[src/btc_pkg.sv]
// ****************************************************************
// Operation
// (RULE_01) Counters advance from the 32-kHz time base
// (RULE_02) Seconds, minutes, hours held as two BCD digits
// (RULE_03) Calendar held in BCD, correct through 2099
// (RULE_04) Year counts 00 to 99
// (RULE_05) Year multiple of four is leap year
// (RULE_06) Month 01 to 12, wraps, bumps year
// (RULE_07) Day limit 31 or 30 by month
// (RULE_08) February ends at 29 leap, 28 common
// (RULE_09) Weekday 0 to 6, steps with day
// (RULE_10) Hours 0-23, or 1-12 with meridiem flag
// (RULE_11) Minutes and seconds 0-59 with carry
// (RULE_12) Software writes only legal BCD values
// (RULE_13) Round-to-minute applied at next seconds tick
// (RULE_14) Round up from 30 s, else clear
// (RULE_15) Hardware clears round bit when done
// (RULE_16) Periodic tick: second, minute, hour or day
// (RULE_17) Periodic tick may be held during sleep
// (RULE_18) Alarm fires when time equals alarm
// (RULE_19) Calibration resolution one 32768th second
// (RULE_20) Held tick delivered on leaving sleep
// (RULE_21) Hourly second 1-2 length minus compensation
// (RULE_22) Snapshot copies time into coherent shadow
// (RULE_23) Second tick every 32768 base cycles
// (RULE_24) 11 to 12 toggles meridiem; 12 to 1 not
// ****************************************************************
package btc_pkg;
  // Bus geometry
  localparam int AW = 8;
  localparam int DW = 32;
  // Register byte offsets
  localparam logic [7:0] OFS_TC_LAST = 8'h18;
  localparam logic [7:0] OFS_AL_FIRST = 8'h20;
  localparam logic [7:0] OFS_AL_LAST = 8'h34;
  localparam logic [7:0] OFS_CTRL = 8'h40;
  localparam logic [7:0] OFS_STAT = 8'h44;
  localparam logic [7:0] OFS_IRQC = 8'h48;
  localparam logic [7:0] OFS_COMP = 8'h4C;
  // Time and calendar slot indexes
  localparam logic [2:0] IX_SEC = 3'h0;
  localparam logic [2:0] IX_MIN = 3'h1;
  localparam logic [2:0] IX_HOUR = 3'h2;
  localparam logic [2:0] IX_DAY = 3'h3;
  localparam logic [2:0] IX_MON = 3'h4;
  localparam logic [2:0] IX_YEAR = 3'h5;
  localparam logic [2:0] IX_WEEK = 3'h6;
  localparam int HOUR_PM = 7;
  // Control fields
  localparam int CTRL_RUN = 0;
  localparam int CTRL_ROUND = 1;
  localparam int CTRL_MER = 2;
  localparam int CTRL_SNAP = 3;
  localparam int CTRL_COMP = 4;
  localparam logic [4:0] CTRL_RST = 5'h01;
  // Interrupt control fields
  localparam int IRQC_PER = 0;
  localparam int IRQC_TICK = 2;
  localparam int IRQC_ALARM = 3;
  localparam int IRQC_HOLD = 4;
  localparam logic [4:0] IRQC_RST = 5'h00;
  // Reset values of the calendar
  localparam logic [7:0] DAY_RST = 8'h01;
  localparam logic [7:0] MON_RST = 8'h01;
  // BCD limits
  localparam logic [7:0] BCD_00 = 8'h00;
  localparam logic [7:0] BCD_01 = 8'h01;
  localparam logic [7:0] BCD_06 = 8'h06;
  localparam logic [7:0] BCD_11 = 8'h11;
  localparam logic [7:0] BCD_12 = 8'h12;
  localparam logic [7:0] BCD_23 = 8'h23;
  localparam logic [7:0] BCD_28 = 8'h28;
  localparam logic [7:0] BCD_29 = 8'h29;
  localparam logic [7:0] BCD_30 = 8'h30;
  localparam logic [7:0] BCD_31 = 8'h31;
  localparam logic [7:0] BCD_59 = 8'h59;
  localparam logic [7:0] BCD_99 = 8'h99;
  // Base cycles per second
  localparam int SEC_CYCLES = 32768;
  // Bus responses
  localparam logic [1:0] RESP_OKAY = 2'b00;
  localparam logic [1:0] RESP_SLVERR = 2'b10;
  // Periodic tick period
  typedef enum logic [1:0] {
    BTC_PER_SEC = 2'b00,
    BTC_PER_MIN = 2'b01,
    BTC_PER_HOUR = 2'b10,
    BTC_PER_DAY = 2'b11
  } btc_period_t;
endpackage

[src/btc_bcd_step.sv]
`timescale 1ns/1ps
// ****************************************************************
// Two-digit BCD increment with wrap
// ****************************************************************
module btc_bcd_step (
  // Current value and range
  input wire logic [7:0] val,
  input wire logic [7:0] lo,
  input wire logic [7:0] hi,
  // Stepped value and wrap flag
  output logic [7:0] nxt,
  output logic wrap
);
  // At or beyond the top wraps, so a bad value recovers
  always_comb begin
    wrap = (val >= hi);
    if (wrap) begin
      nxt = lo;
    end else if (val[3:0] >= 4'h9) begin
      nxt = {val[7:4] + 4'h1, 4'h0};
    end else begin
      nxt = {val[7:4], val[3:0] + 4'h1};
    end
  end
endmodule

[src/btc_presc.sv]
`timescale 1ns/1ps
// ****************************************************************
// Seconds prescaler with hourly compensation
// ****************************************************************
module btc_presc #(
  parameter int SEC_CNT = btc_pkg::SEC_CYCLES
) (
  // Clock and reset
  input wire logic mclk,
  input wire logic rstn,
  // Time base
  input wire logic tick32,
  input wire logic run,
  // Compensation
  input wire logic adj,
  input wire logic [15:0] comp,
  // Seconds strobe
  output logic sec_tick
);
  logic [16:0] cnt;
  logic [16:0] next_cnt;
  logic next_sec_tick;
  logic [17:0] lim_full;
  logic [16:0] lim;

  // Interval end: shorten or lengthen by the signed value
  always_comb begin
    lim_full = 18'(SEC_CNT - 1);
    if (adj) begin
      lim_full = 18'(SEC_CNT - 1) - {{2{comp[15]}}, comp}; // RULE_21 RULE_19
    end
    lim = lim_full[16:0];
  end

  // Count base edges; a second ends at the limit
  always_comb begin
    next_cnt = cnt;
    next_sec_tick = 1'b0;
    if (run && tick32) begin
      if (cnt >= lim) begin
        next_cnt = 17'h0_0000;
        next_sec_tick = 1'b1; // RULE_01 RULE_23
      end else begin
        next_cnt = cnt + 17'h0_0001;
      end
    end
  end

  // Registers
  always_ff @(posedge mclk) begin
    if (!rstn) begin
      cnt <= 17'h0_0000;
      sec_tick <= 1'b0;
    end else begin
      cnt <= next_cnt;
      sec_tick <= next_sec_tick;
    end
  end
endmodule

[src/btc_top.sv]
`timescale 1ns/1ps
// ****************************************************************
// Time and calendar core with AXI4-Lite registers
// ****************************************************************
module btc_top #(
  parameter int SEC_CNT = btc_pkg::SEC_CYCLES
) (
  // Clock and reset
  input wire logic mclk,
  input wire logic rstn,
  // Time base and power state
  input wire logic tick32,
  input wire logic sleep,
  // AXI4-Lite write channels
  input wire logic [btc_pkg::AW-1:0] s_axi_awaddr,
  input wire logic s_axi_awvalid,
  output logic s_axi_awready,
  input wire logic [btc_pkg::DW-1:0] s_axi_wdata,
  input wire logic [3:0] s_axi_wstrb,
  input wire logic s_axi_wvalid,
  output logic s_axi_wready,
  output logic [1:0] s_axi_bresp,
  output logic s_axi_bvalid,
  input wire logic s_axi_bready,
  // AXI4-Lite read channels
  input wire logic [btc_pkg::AW-1:0] s_axi_araddr,
  input wire logic s_axi_arvalid,
  output logic s_axi_arready,
  output logic [btc_pkg::DW-1:0] s_axi_rdata,
  output logic [1:0] s_axi_rresp,
  output logic s_axi_rvalid,
  input wire logic s_axi_rready,
  // Interrupt lines
  output logic periodic_tick_irq,
  output logic alarm_match_irq
);
  import btc_pkg::*;

  // ****************************************************************
  // State
  // ****************************************************************
  logic [7:0] tc [7];
  logic [7:0] shadow [7];
  logic [7:0] alarm [6];
  logic [4:0] ctrl;
  logic [4:0] irqc;
  logic [15:0] comp;
  logic pend;
  logic tick_d;
  logic [7:0] next_tc [7];
  logic [7:0] next_shadow [7];
  logic [7:0] next_alarm [6];
  logic [4:0] next_ctrl;
  logic [4:0] next_irqc;
  logic [15:0] next_comp;
  logic next_pend;
  logic next_tick_irq;
  logic next_alarm_irq;

  // ****************************************************************
  // Bus slave
  // ****************************************************************
  logic aw_hold;
  logic w_hold;
  logic [AW-1:0] aw_q;
  logic [DW-1:0] w_q;
  logic [3:0] s_q;
  logic next_aw_hold;
  logic next_w_hold;
  logic [AW-1:0] next_aw_q;
  logic [DW-1:0] next_w_q;
  logic [3:0] next_s_q;
  logic next_awready;
  logic next_wready;
  logic next_bvalid;
  logic [1:0] next_bresp;
  logic next_arready;
  logic next_rvalid;
  logic [DW-1:0] next_rdata;
  logic [1:0] next_rresp;
  logic [DW-1:0] rd_word;
  logic wr_fire;

  // Word-aligned mapped offsets
  function automatic logic addr_ok(input logic [AW-1:0] a);
    addr_ok = (a[1:0] == 2'b00) && ((a <= OFS_TC_LAST)
      || (a >= OFS_AL_FIRST && a <= OFS_AL_LAST) || a == OFS_CTRL
      || a == OFS_STAT || a == OFS_IRQC || a == OFS_COMP);
  endfunction

  assign wr_fire = aw_hold && w_hold && !s_axi_bvalid;

  // Read decode
  always_comb begin
    rd_word = 32'h0000_0000;
    if (!addr_ok(s_axi_araddr)) begin
      rd_word = 32'h0000_0000;
    end else if (s_axi_araddr <= OFS_TC_LAST) begin
      rd_word[7:0] = ctrl[CTRL_SNAP] ? shadow[s_axi_araddr[4:2]]
        : tc[s_axi_araddr[4:2]]; // RULE_22
    end else if (s_axi_araddr <= OFS_AL_LAST) begin
      rd_word[7:0] = alarm[s_axi_araddr[4:2]];
    end else if (s_axi_araddr == OFS_CTRL) begin
      rd_word[4:0] = ctrl;
    end else if (s_axi_araddr == OFS_STAT) begin
      rd_word[1:0] = {pend, ctrl[CTRL_RUN]};
    end else if (s_axi_araddr == OFS_IRQC) begin
      rd_word[4:0] = irqc;
    end else begin
      rd_word[15:0] = comp;
    end
  end

  // Channel handshakes
  always_comb begin
    next_aw_hold = aw_hold;
    next_w_hold = w_hold;
    next_aw_q = aw_q;
    next_w_q = w_q;
    next_s_q = s_q;
    next_bvalid = s_axi_bvalid;
    next_bresp = s_axi_bresp;
    next_arready = s_axi_arready;
    next_rvalid = s_axi_rvalid;
    next_rdata = s_axi_rdata;
    next_rresp = s_axi_rresp;
    if (s_axi_awvalid && s_axi_awready) begin
      next_aw_hold = 1'b1;
      next_aw_q = s_axi_awaddr;
    end
    if (s_axi_wvalid && s_axi_wready) begin
      next_w_hold = 1'b1;
      next_w_q = s_axi_wdata;
      next_s_q = s_axi_wstrb;
    end
    if (wr_fire) begin
      next_aw_hold = 1'b0;
      next_w_hold = 1'b0;
      next_bvalid = 1'b1;
      next_bresp = addr_ok(aw_q) ? RESP_OKAY : RESP_SLVERR;
    end else if (s_axi_bvalid && s_axi_bready) begin
      next_bvalid = 1'b0;
    end
    next_awready = !next_aw_hold;
    next_wready = !next_w_hold;
    if (s_axi_arvalid && s_axi_arready) begin
      next_arready = 1'b0;
      next_rvalid = 1'b1;
      next_rdata = rd_word;
      next_rresp = addr_ok(s_axi_araddr) ? RESP_OKAY : RESP_SLVERR;
    end else if (s_axi_rvalid && s_axi_rready) begin
      next_rvalid = 1'b0;
      next_arready = 1'b1;
    end else if (!s_axi_rvalid) begin
      next_arready = 1'b1;
    end
  end

  // Bus registers
  always_ff @(posedge mclk) begin
    if (!rstn) begin
      aw_hold <= 1'b0;
      w_hold <= 1'b0;
      aw_q <= 8'h00;
      w_q <= 32'h0000_0000;
      s_q <= 4'h0;
      s_axi_awready <= 1'b0;
      s_axi_wready <= 1'b0;
      s_axi_bvalid <= 1'b0;
      s_axi_bresp <= RESP_OKAY;
      s_axi_arready <= 1'b0;
      s_axi_rvalid <= 1'b0;
      s_axi_rdata <= 32'h0000_0000;
      s_axi_rresp <= RESP_OKAY;
    end else begin
      aw_hold <= next_aw_hold;
      w_hold <= next_w_hold;
      aw_q <= next_aw_q;
      w_q <= next_w_q;
      s_q <= next_s_q;
      s_axi_awready <= next_awready;
      s_axi_wready <= next_wready;
      s_axi_bvalid <= next_bvalid;
      s_axi_bresp <= next_bresp;
      s_axi_arready <= next_arready;
      s_axi_rvalid <= next_rvalid;
      s_axi_rdata <= next_rdata;
      s_axi_rresp <= next_rresp;
    end
  end

  // ****************************************************************
  // Time base and counting chain
  // ****************************************************************
  logic sec_tick;
  logic adj;
  logic rnd;
  logic leap;
  logic mer;
  logic hour_pm;
  logic [7:0] hour;
  logic [7:0] day_max;
  logic [7:0] nx_sec, nx_min, nx_hour, nx_day, nx_mon, nx_year, nx_week;
  logic w_sec, w_min, w_h24, w_day, w_mon, w_year, w_week;
  logic w_hour;
  logic c_min, c_hr, c_day, c_mon, c_yr;
  logic per_ev;
  logic alarm_eq;

  assign rnd = ctrl[CTRL_ROUND];
  assign mer = ctrl[CTRL_MER];
  assign hour_pm = tc[IX_HOUR][HOUR_PM];
  assign hour = {2'b00, tc[IX_HOUR][5:0]};
  // Compensated interval is second 1 to 2 of each hour
  assign adj = ctrl[CTRL_COMP] && tc[IX_SEC] == BCD_01 && tc[IX_MIN] == BCD_00; // RULE_21

  btc_presc #(.SEC_CNT(SEC_CNT)) u_presc (
    .mclk(mclk),
    .rstn(rstn),
    .tick32(tick32),
    .run(ctrl[CTRL_RUN]),
    .adj(adj),
    .comp(comp),
    .sec_tick(sec_tick)
  );

  // Month length, leap years from the two year digits
  always_comb begin
    leap = tc[IX_YEAR][4] ? (tc[IX_YEAR][3:0] == 4'h2 || tc[IX_YEAR][3:0] == 4'h6)
      : (tc[IX_YEAR][3:0] == 4'h0 || tc[IX_YEAR][3:0] == 4'h4
      || tc[IX_YEAR][3:0] == 4'h8); // RULE_05
    if (tc[IX_MON] == 8'h02) begin
      day_max = leap ? BCD_29 : BCD_28; // RULE_08
    end else if (tc[IX_MON] == 8'h04 || tc[IX_MON] == 8'h06
        || tc[IX_MON] == 8'h09 || tc[IX_MON] == BCD_11) begin
      day_max = BCD_30; // RULE_07
    end else begin
      day_max = BCD_31; // RULE_07
    end
  end

  // BCD digit steppers
  btc_bcd_step u_sec (.val(tc[IX_SEC]), .lo(BCD_00), .hi(BCD_59), .nxt(nx_sec), .wrap(w_sec));
  btc_bcd_step u_min (.val(tc[IX_MIN]), .lo(BCD_00), .hi(BCD_59), .nxt(nx_min), .wrap(w_min));
  btc_bcd_step u_hour (.val(hour), .lo(BCD_00), .hi(BCD_23), .nxt(nx_hour), .wrap(w_h24));
  btc_bcd_step u_day (.val(tc[IX_DAY]), .lo(BCD_01), .hi(day_max), .nxt(nx_day), .wrap(w_day));
  btc_bcd_step u_mon (.val(tc[IX_MON]), .lo(BCD_01), .hi(BCD_12), .nxt(nx_mon), .wrap(w_mon));
  btc_bcd_step u_year (.val(tc[IX_YEAR]), .lo(BCD_00), .hi(BCD_99), .nxt(nx_year), .wrap(w_year));
  btc_bcd_step u_week (.val(tc[IX_WEEK]), .lo(BCD_00), .hi(BCD_06), .nxt(nx_week), .wrap(w_week));

  // Carry chain; rounding forces the minute carry from 30 s
  always_comb begin
    w_hour = mer ? (hour == BCD_11 && hour_pm) : w_h24; // RULE_10
    c_min = sec_tick && (rnd ? (tc[IX_SEC] >= BCD_30) : w_sec); // RULE_11 RULE_14
    c_hr = c_min && w_min; // RULE_11
    c_day = c_hr && w_hour;
    c_mon = c_day && w_day;
    c_yr = c_mon && w_mon; // RULE_06
  end

  // Next time, calendar and register values
  always_comb begin
    next_tc = tc;
    next_shadow = shadow;
    next_alarm = alarm;
    next_ctrl = ctrl;
    next_irqc = irqc;
    next_comp = comp;
    if (sec_tick) begin
      next_tc[IX_SEC] = rnd ? BCD_00 : nx_sec; // RULE_02 RULE_13 RULE_14
      next_ctrl[CTRL_ROUND] = 1'b0; // RULE_15
    end
    if (c_min) begin
      next_tc[IX_MIN] = nx_min;
    end
    if (c_hr) begin
      if (!mer) begin
        next_tc[IX_HOUR] = nx_hour; // RULE_10
      end else if (hour == BCD_12) begin
        next_tc[IX_HOUR] = {hour_pm, 1'b0, BCD_01[5:0]}; // RULE_24
      end else if (hour == BCD_11) begin
        next_tc[IX_HOUR] = {!hour_pm, 1'b0, BCD_12[5:0]}; // RULE_24
      end else begin
        next_tc[IX_HOUR] = {hour_pm, 1'b0, nx_hour[5:0]};
      end
    end
    if (c_day) begin
      next_tc[IX_DAY] = nx_day; // RULE_03 RULE_07 RULE_08
      next_tc[IX_WEEK] = nx_week; // RULE_09
    end
    if (c_mon) begin
      next_tc[IX_MON] = nx_mon; // RULE_06
    end
    if (c_yr) begin
      next_tc[IX_YEAR] = nx_year; // RULE_04
    end
    // Software write wins over a same-cycle hardware update
    if (wr_fire && addr_ok(aw_q) && s_q[0]) begin
      if (aw_q <= OFS_TC_LAST) begin
        next_tc[aw_q[4:2]] = w_q[7:0];
      end else if (aw_q <= OFS_AL_LAST) begin
        next_alarm[aw_q[4:2]] = w_q[7:0];
      end else if (aw_q == OFS_CTRL) begin
        next_ctrl = w_q[4:0];
        if (w_q[CTRL_SNAP]) begin
          next_shadow = tc; // RULE_22
        end
      end else if (aw_q == OFS_IRQC) begin
        next_irqc = w_q[4:0];
      end else if (aw_q == OFS_COMP) begin
        next_comp[7:0] = w_q[7:0];
      end
    end
    if (wr_fire && aw_q == OFS_COMP && s_q[1]) begin
      next_comp[15:8] = w_q[15:8];
    end
  end

  // ****************************************************************
  // Periodic tick and alarm events
  // ****************************************************************
  always_comb begin
    case (btc_period_t'(irqc[IRQC_PER +: 2]))
      BTC_PER_SEC: per_ev = sec_tick; // RULE_16
      BTC_PER_MIN: per_ev = c_min;
      BTC_PER_HOUR: per_ev = c_hr;
      BTC_PER_DAY: per_ev = c_day;
      default: per_ev = 1'b0;
    endcase
    alarm_eq = tc[IX_SEC] == alarm[IX_SEC] && tc[IX_MIN] == alarm[IX_MIN]
      && tc[IX_HOUR] == alarm[IX_HOUR] && tc[IX_DAY] == alarm[IX_DAY]
      && tc[IX_MON] == alarm[IX_MON] && tc[IX_YEAR] == alarm[IX_YEAR];
  end

  // Held ticks wait for sleep to end; a new event sets pending only in sleep with hold on
  always_comb begin
    next_pend = pend;
    next_tick_irq = 1'b0;
    if (pend && !sleep) begin
      next_pend = 1'b0;
      next_tick_irq = 1'b1; // RULE_20
    end
    if (irqc[IRQC_TICK] && per_ev) begin
      if (sleep && irqc[IRQC_HOLD]) begin
        next_pend = 1'b1; // RULE_17
      end else begin
        next_tick_irq = 1'b1; // RULE_16
      end
    end
    next_alarm_irq = tick_d && irqc[IRQC_ALARM] && alarm_eq; // RULE_18
  end

  // Time and event registers
  always_ff @(posedge mclk) begin
    if (!rstn) begin
      tc <= '{BCD_00, BCD_00, BCD_00, DAY_RST, MON_RST, BCD_00, BCD_00};
      shadow <= '{default: BCD_00};
      alarm <= '{default: BCD_00};
      ctrl <= CTRL_RST;
      irqc <= IRQC_RST;
      comp <= 16'h0000;
      pend <= 1'b0;
      tick_d <= 1'b0;
      periodic_tick_irq <= 1'b0;
      alarm_match_irq <= 1'b0;
    end else begin
      tc <= next_tc;
      shadow <= next_shadow;
      alarm <= next_alarm;
      ctrl <= next_ctrl;
      irqc <= next_irqc;
      comp <= next_comp;
      pend <= next_pend;
      tick_d <= sec_tick;
      periodic_tick_irq <= next_tick_irq;
      alarm_match_irq <= next_alarm_irq;
    end
  end
endmodule

[config.mk]
export PLATFORM = sky130hd
export DESIGN_NAME = btc_top
export DESIGN_NICKNAME = d
export VERILOG_FILES = /design/src/btc_pkg.sv /design/src/btc_bcd_step.sv /design/src/btc_presc.sv /design/src/btc_top.sv
export SDC_FILE = /design/constraint.sdc
export NUM_CORES = 1
export LEC_CHECK = 0
export BUFFER_PORTS_ARGS = -buffer_cell sky130_fd_sc_hd__buf_2
export CAP_MARGIN = 5
export CORE_AREA = 4 4 213 215
export DETAILED_ROUTE_END_ITERATION = 7
export DIE_AREA = 0 0 217 219
export GPL_ROUTABILITY_DRIVEN = 0
export SLEW_MARGIN = 20
export SYNTH_ARGS = -nofsm -noshare
export SYNTH_HDL_FRONTEND = slang
export SYNTH_SLANG_ARGS = --single-unit
[constraint.sdc]
create_clock -name mclk -period 8 [get_ports mclk]
set_input_delay 1.2 -clock mclk [delete_from_list [all_inputs] [get_ports mclk]]
set_output_delay 1.2 -clock mclk [all_outputs]
set_load 0.02 [all_outputs]
* Word-level counts from Yosys, hierarchy flattened
Index checks and enable logic that the tools add are counted.
Operators by class: $add $sub $neg 16, order comparisons 25, equality and inequality tests 30, multiplexer cells 85, bitwise logic cells 7, reductions and logical operators 70
Operators with widths (number):
- 8-bit 2-to-1 mux | 37
- 56-bit 2-to-1 mux | 2
- 8-bit binary-select mux with 3-bit select | 3
- 8-bit by 7-bit == test with 1-bit output, second input constant | 8
- 56-bit bitwise mux | 1
- 4-bit by 1-bit adder with 4-bit output, second input constant | 13
- 48-bit bitwise mux | 1
- 8-bit == test | 6
- 4-bit greater-or-equal comparator, second input constant | 9
- 1-bit logical AND | 35
- 17-bit 2-to-1 mux | 2
- 8-bit demux with 3-bit select | 1
- 8-bit by 6-bit greater-or-equal comparator with 1-bit output, second input constant | 3
- 1-bit 2-to-1 mux | 23
- 11-bit 2-to-1 mux | 2
- 17-bit by 1-bit adder with 17-bit output, second input constant | 1
- 17-bit greater-or-equal comparator | 1
- 16-bit by 16-bit subtractor with 17-bit output, first input constant | 1
- 8-bit by 3-bit == test with 1-bit output, second input constant | 2
- 8-bit by 7-bit greater-or-equal comparator with 1-bit output, second input constant | 2
- 8-bit by 5-bit <= comparator with 1-bit output, second input constant | 2
- 8-bit by 6-bit <= comparator with 1-bit output, second input constant | 2
- 1-bit logical OR | 16
- 16-bit 2-to-1 mux | 1
- other kinds (35) | 59
Word-level totals: register bits 261, input port bits 61, output and inout bits 43, logic and storage cells 277

* Longest topological paths before layout
word-level depth 13, depth in mapped cells 16, mapped depth without buffers 14

* Hierarchy
From an unflattened synthesis, not the netlist that was laid out.
Unflattened totals: cell total of the unflattened synthesis 1935, area total of the unflattened synthesis 17310.4 µm²
By module, submodules not included:
- btc_top | times used 1, cells each 1365, area an instance 12366.9 µm², sequential area each 4824.6 µm²
- btc_bcd_step | times used 7, cells each 58, area an instance 511.7 µm², sequential area each 0.0 µm²
- btc_presc | times used 1, cells each 164, area an instance 1361.3 µm², sequential area each 360.3 µm²

* Worst setup path before layout
Ideal clock, no wire load.
kind reg-to-reg, from register tc[40] (netlist name), to register u_presc.cnt[10], library setup time 132 ps, arrival time 3276 ps, data required time 7868 ps, path slack 4592 ps, stages on the path, launching flop included 16, path buffers 3, clock period less this slack 3408 ps, path through dfxtp_1 > clkbuf_1 > inv_1 > ha_1 > nor4b_1 > nand4_1 > nor4b_2 > clkbuf_1 > nand2_1 > ha_1 > nand3_1 > or2_2 > a311o_1 > a21oi_1 > clkbuf_1 > nor3_1
Between the ends: longest elaborated chain between the ends 5
Ends and longest elaborated chain:
- from (decl) | line btc_top.sv:42 | logic [7:0] tc [7];
- from (signal assigned) | line btc_top.sv:356 | tc <= '{BCD_00, BCD_00, BCD_00, DAY_RST, MON_RST, BCD_00, BCD_00};
- from (signal assigned) | line btc_top.sv:367 | tc <= next_tc;
- 8-bit zero test | line btc_top.sv:215 | assign adj = ctrl[CTRL_COMP] && tc[IX_SEC] == BCD_01 && tc[IX_MIN] == BCD_00;
- 1-bit logical AND | line btc_top.sv:215
- 17-bit 2-to-1 mux | line btc_presc.sv:29 | if (adj) begin
- 17-bit greater-or-equal comparator | line btc_presc.sv:40 | if (cnt >= lim) begin
- 17-bit 2-to-1 mux | line btc_presc.sv:40
- to (signal assigned) | line btc_presc.sv:55 | cnt <= next_cnt;
- to (decl) | line btc_presc.sv:20 | logic [16:0] cnt;
No other way between the ends. A chain may end at the register's enable or synchronous reset.

* Worst setup path after layout
from register tc[41] (netlist name), to register u_presc.sec_tick
Between the ends: longest elaborated chain between the ends 5
Ends and longest elaborated chain:
- 8-bit zero test | line btc_top.sv:215
- 1-bit logical AND | line btc_top.sv:215
- 17-bit 2-to-1 mux | line btc_presc.sv:29
- 17-bit greater-or-equal comparator | line btc_presc.sv:40
- 1-bit 2-to-1 mux | line btc_presc.sv:40
- to (signal assigned) | line btc_presc.sv:56 | sec_tick <= next_sec_tick;
- to (decl) | line btc_presc.sv:18 | output logic sec_tick
No other way between the ends.

==> summary.txt <==
Timing
  • Slew HR: roughly a quarter
  • Setup Skew: 0.0203 ns
  • Final period utilization: between 40% and 50%
  • Final Hold Fails: 0
  • Crit path time final: 3.89 ns
  • RSZ-0062 raised after global routing: no
  • Slew Viols, Final: 0
  • Worst slew pin tran: 1.15 ns
  • Highest clock rate: 0.257 GHz
  • Final number of setup-violating endpoints: 0
  • TNS Setup: 0 ns

Floorplan
  • Die X: 217 um
  • Starting Density: 32.6%
  • Die height: 219 um
  • # rows: 77
  • CORE AREA: between 40,000 and 50,000 sq um
  • Ports: approximately 100
  • Die ar.: 47,500 sq um

Critical path
  • Crit path capture type: flip-flop
  • Critical Path AT: around 4.3 ns
  • WS Path Type: flip-flop to flip-flop
  • R2R depth: 13
  • Reg2reg start: tc[41]$_SDFF_PN0_
  • Worst reg2reg setup slack: 4.11 ns
  • Worst Setup SP: tc[41]$_SDFF_PN0_
  • Worst Setup EP: u_presc.sec_tick$_SDFF_PN0_
  • CP Max Fanout: 16
  • Reg2reg end: u_presc.sec_tick$_SDFF_PN0_
  • Startpoint class of the critical path: flip-flop
  • CP Data Required Time: 8.45 ns

Final layout
  • Most frequent cells in the layout: dfxtp_1, nand2_1, a21oi_1, nor2_1, mux2i_1
  • Number of diodes: 0
  • Area Growth Syn to Fin: 11.1%
  • Most common cell after layout, fill and taps aside: dfxtp_1
  • Nets: 1,812
  • Layout fillers: 4,474
  • Share of post-route cells with drive strength above 1: 10.9%

GRT
  • Initial antenna violation count: 1
  • Total GRT Usage: 18.1%
  • Largest net degree at the start of global routing: roughly 100
  • Vias in the first global route: roughly 12k
  • GRT overflow: 0
  • First-pass GRT wire length: 69,100 um

Routing
  • Residual DRC count: 0
  • Via/cell ratio: 5.43
  • Final wirelength: ~45,000 um
  • DR WL/cell: slightly below 20 um
  • Post-route ant nets: 0
  • Via count: 12.4k
  • TritonRoute pass-1 iters: 5
  • Initial drt markers: about 1.3k

Power
  • VDD IR max: between 0.1 and 0.15 mV
  • Clock power frac: 47.5%
  • Leak: around 6 nW
  • Switching fraction of total power: 23.6%
  • Combinational cell fraction of total power: ~4.7%
  • Part of the power in registers: a little under half
  • Pwr Total: roughly 2.8 mW
  • Internal power: roughly 2.1 mW
  • Power Dens Cells: 176 nW/um^2
  • Switching power: 0.659 mW

Logic synthesis
  • Cells after synthesis: 1,689
  • Ys Warns: 0
  • Ys flop type: dfxtp_1
  • Cell variety after synth: 83
  • Ys async rst share: 0%
  • Mapped cell area: between 10,000 and 15,000 sq um
  • Syn Area/Cell: 8.44 sq um
  • Post-synthesis register bit count: about 260
  • Seq/Total Area, Yosys: a little over a third
  • Post-synth EDFFs: 0

Run status
  • Status: completed

Clock network
  • Clock Latency Late Sink: 0.56 ns
  • Cts repair resizes: 0
  • Setup Fix Bufs, Post-CTS: 0
  • Total CTS buffers: 28
  • Clk pin slew, worst setup/hold paths: 0.06 ns
  • H-tree lvl count: 1
  • Root Driver: clkbuf_16
  • CTS tree: yes
  • Max clock buf depth: 3
  • Post-CTS Hold Fix Bufs: 0
  • Clock Sinks: 259

Hold path
  • Hold path start: s_axi_rdata[0]$_SDFFE_PN0P_
  • Hold Crit Class: flip-flop to flip-flop
  • Hold Path Stages: 2

Flow run
  • Max-Cap Viols: 0

Placement
  • DP Wirelength: 31,000 um
  • I/O Buffers: 67
[area by class of cell]
| type | instances | area, sq um | share of cell area, % |
|---|---|---|---|
| Tap cell | 592 | 741 | 4.68 |
| Clock buffer | 43 | 888 | 5.61 |
| Sequential cell | 259 | 5180 | 32.8 |
| Timing Repair Buffer | 80 | 433 | 2.74 |
| Inverter | 45 | 174 | 1.10 |
| Clock inverter | 5 | 50.0 | 0.316 |
| Multi-Input combinational cell | 1270 | 8350 | 52.8 |
[power by group through the flow]
stage	Sequential [mW]	Clock (mW)	Combinational (mW)
floorplan	1.34	0	0.108
global placement	1.36	0	0.129
detailed placement	1.36	0	0.131
CTS	1.33	1.35	0.131
global route	1.33	1.40	0.144
finish	1.33	1.33	0.131
[registers in the layout, summed over array words and instances (netlist names), 2 cells and up]
name         cells
aw_q             8
irqc             5
w_q             16
s_axi_rdata     16
hour             6
s_q              2
u_presc.cnt     17
tc              49
alarm           48
shadow          56
comp            16
ctrl             5
[metal layers]
layer	vias to the layer above	GRT usage [%]	routed length, um	share of wire, %
met3	80	2.89	3620	8.1
li1	5905	-	-	-
met5	-	0	13	0.029
met2	478	28.6	19500	44
met4	2	4.83	1250	2.8
met1	5983	25.9	20200	45
[cells by family (layout without fill, tap and decap cells)]
group                    Yosys count  in the layout  share of synthesized area, %
AND/OR/NAND/NOR                  633            633                          20.9
AO/OA/AOI/OAI                    354            354                          15.0
flip-flops                       259            259                          36.4
buffers and inverters            177            173                          5.62
multiplexers                     133            133                          12.2
adder cells (fa/ha/maj)           67             67                          5.88
XOR/XNOR                          65             65                          4.00
other                              1             18                        0.0263
[cells in the mapped netlist (all sizes together) (4+ instances only)]
library cell | count | area share (%)
and3 | 12 | 0.53
xor2 | 18 | 1.1
nor4b | 5 | 0.35
a221oi | 5 | 0.31
o21ai | 85 | 3.0
a21o | 4 | 0.21
mux4 | 32 | 5.1
nor2 | 144 | 3.9
nand2b | 15 | 0.66
a211o | 4 | 0.25
o221ai | 4 | 0.25
mux2i | 99 | 7.0
o22ai | 9 | 0.40
nor3b | 5 | 0.34
clkbuf | 74 | 2.0
nand3 | 55 | 2.0
o31ai | 9 | 0.47
o211ai | 6 | 0.32
a211oi | 8 | 0.42
a22o | 7 | 0.43
o21a | 6 | 0.32
and2 | 26 | 1.1
a31oi | 22 | 0.97
dfxtp | 259 | 36
a41oi | 4 | 0.25
nand4 | 26 | 1.1
nand4b | 5 | 0.31
or4 | 6 | 0.32
inv | 45 | 1.2
a21oi | 145 | 5.1
ha | 67 | 5.9
a311oi | 6 | 0.37
nor3 | 39 | 1.5
nor4 | 13 | 0.61
xnor2 | 47 | 2.9
nor2b | 6 | 0.26
buf | 58 | 2.5
a21boi | 5 | 0.26
nand2 | 258 | 6.8
or3 | 7 | 0.34
[worst max-delay path: stages, from the launching register on]
cell,delay [ns]
dfxtp_1,0.42
inv_1,0.15
ha_1,0.17
nor4b_1,0.26
nand4_1,0.24
nor4b_2,0.29
buf_4,0.24
and2_1,0.15
ha_1,0.24
a21o_1,0.16
a211o_1,0.30
a211oi_1,0.59
a21oi_2,0.33
and2_1,0.24
[how the worst min path moves through the flow]
| stage | slack [ns] | end |
|---|---|---|
| 4_1_cts | 0.45 | s_axi_rdata[0]$_SDFFE_PN0P_ |
| 3_5_place_dp | 0.44 | s_axi_rdata[6]$_SDFFE_PN0P_ |
| 6_report | 0.45 | s_axi_rdata[0]$_SDFFE_PN0P_ |
| 2_1_floorplan | 0.43 | s_q[1]$_SDFFE_PN0P_ |
| 3_3_place_gp | 0.44 | s_axi_rdata[1]$_SDFFE_PN0P_ |
| 5_1_grt | 0.48 | s_axi_rdata[6]$_SDFFE_PN0P_ |
[through the flow]
stage | utilization, % | instances | hold slack, ns | worst slack [ns] | instance area (sq um)
after floorplan | - | 1706 | 0.432 | 4.59 | 14300
after global placement | 34.0 | 2246 | 0.436 | 3.91 | 14900
after detailed placement | 34.0 | 2246 | 0.439 | 3.92 | 14900
after CTS | 36.1 | 2294 | 0.448 | 3.94 | 15800
after global routing | 36.2 | 2294 | 0.476 | 3.85 | 15800
final | 36.2 | 2294 | 0.447 | 4.11 | 15800
Note: power is estimated with default switching activity, not from simulation.
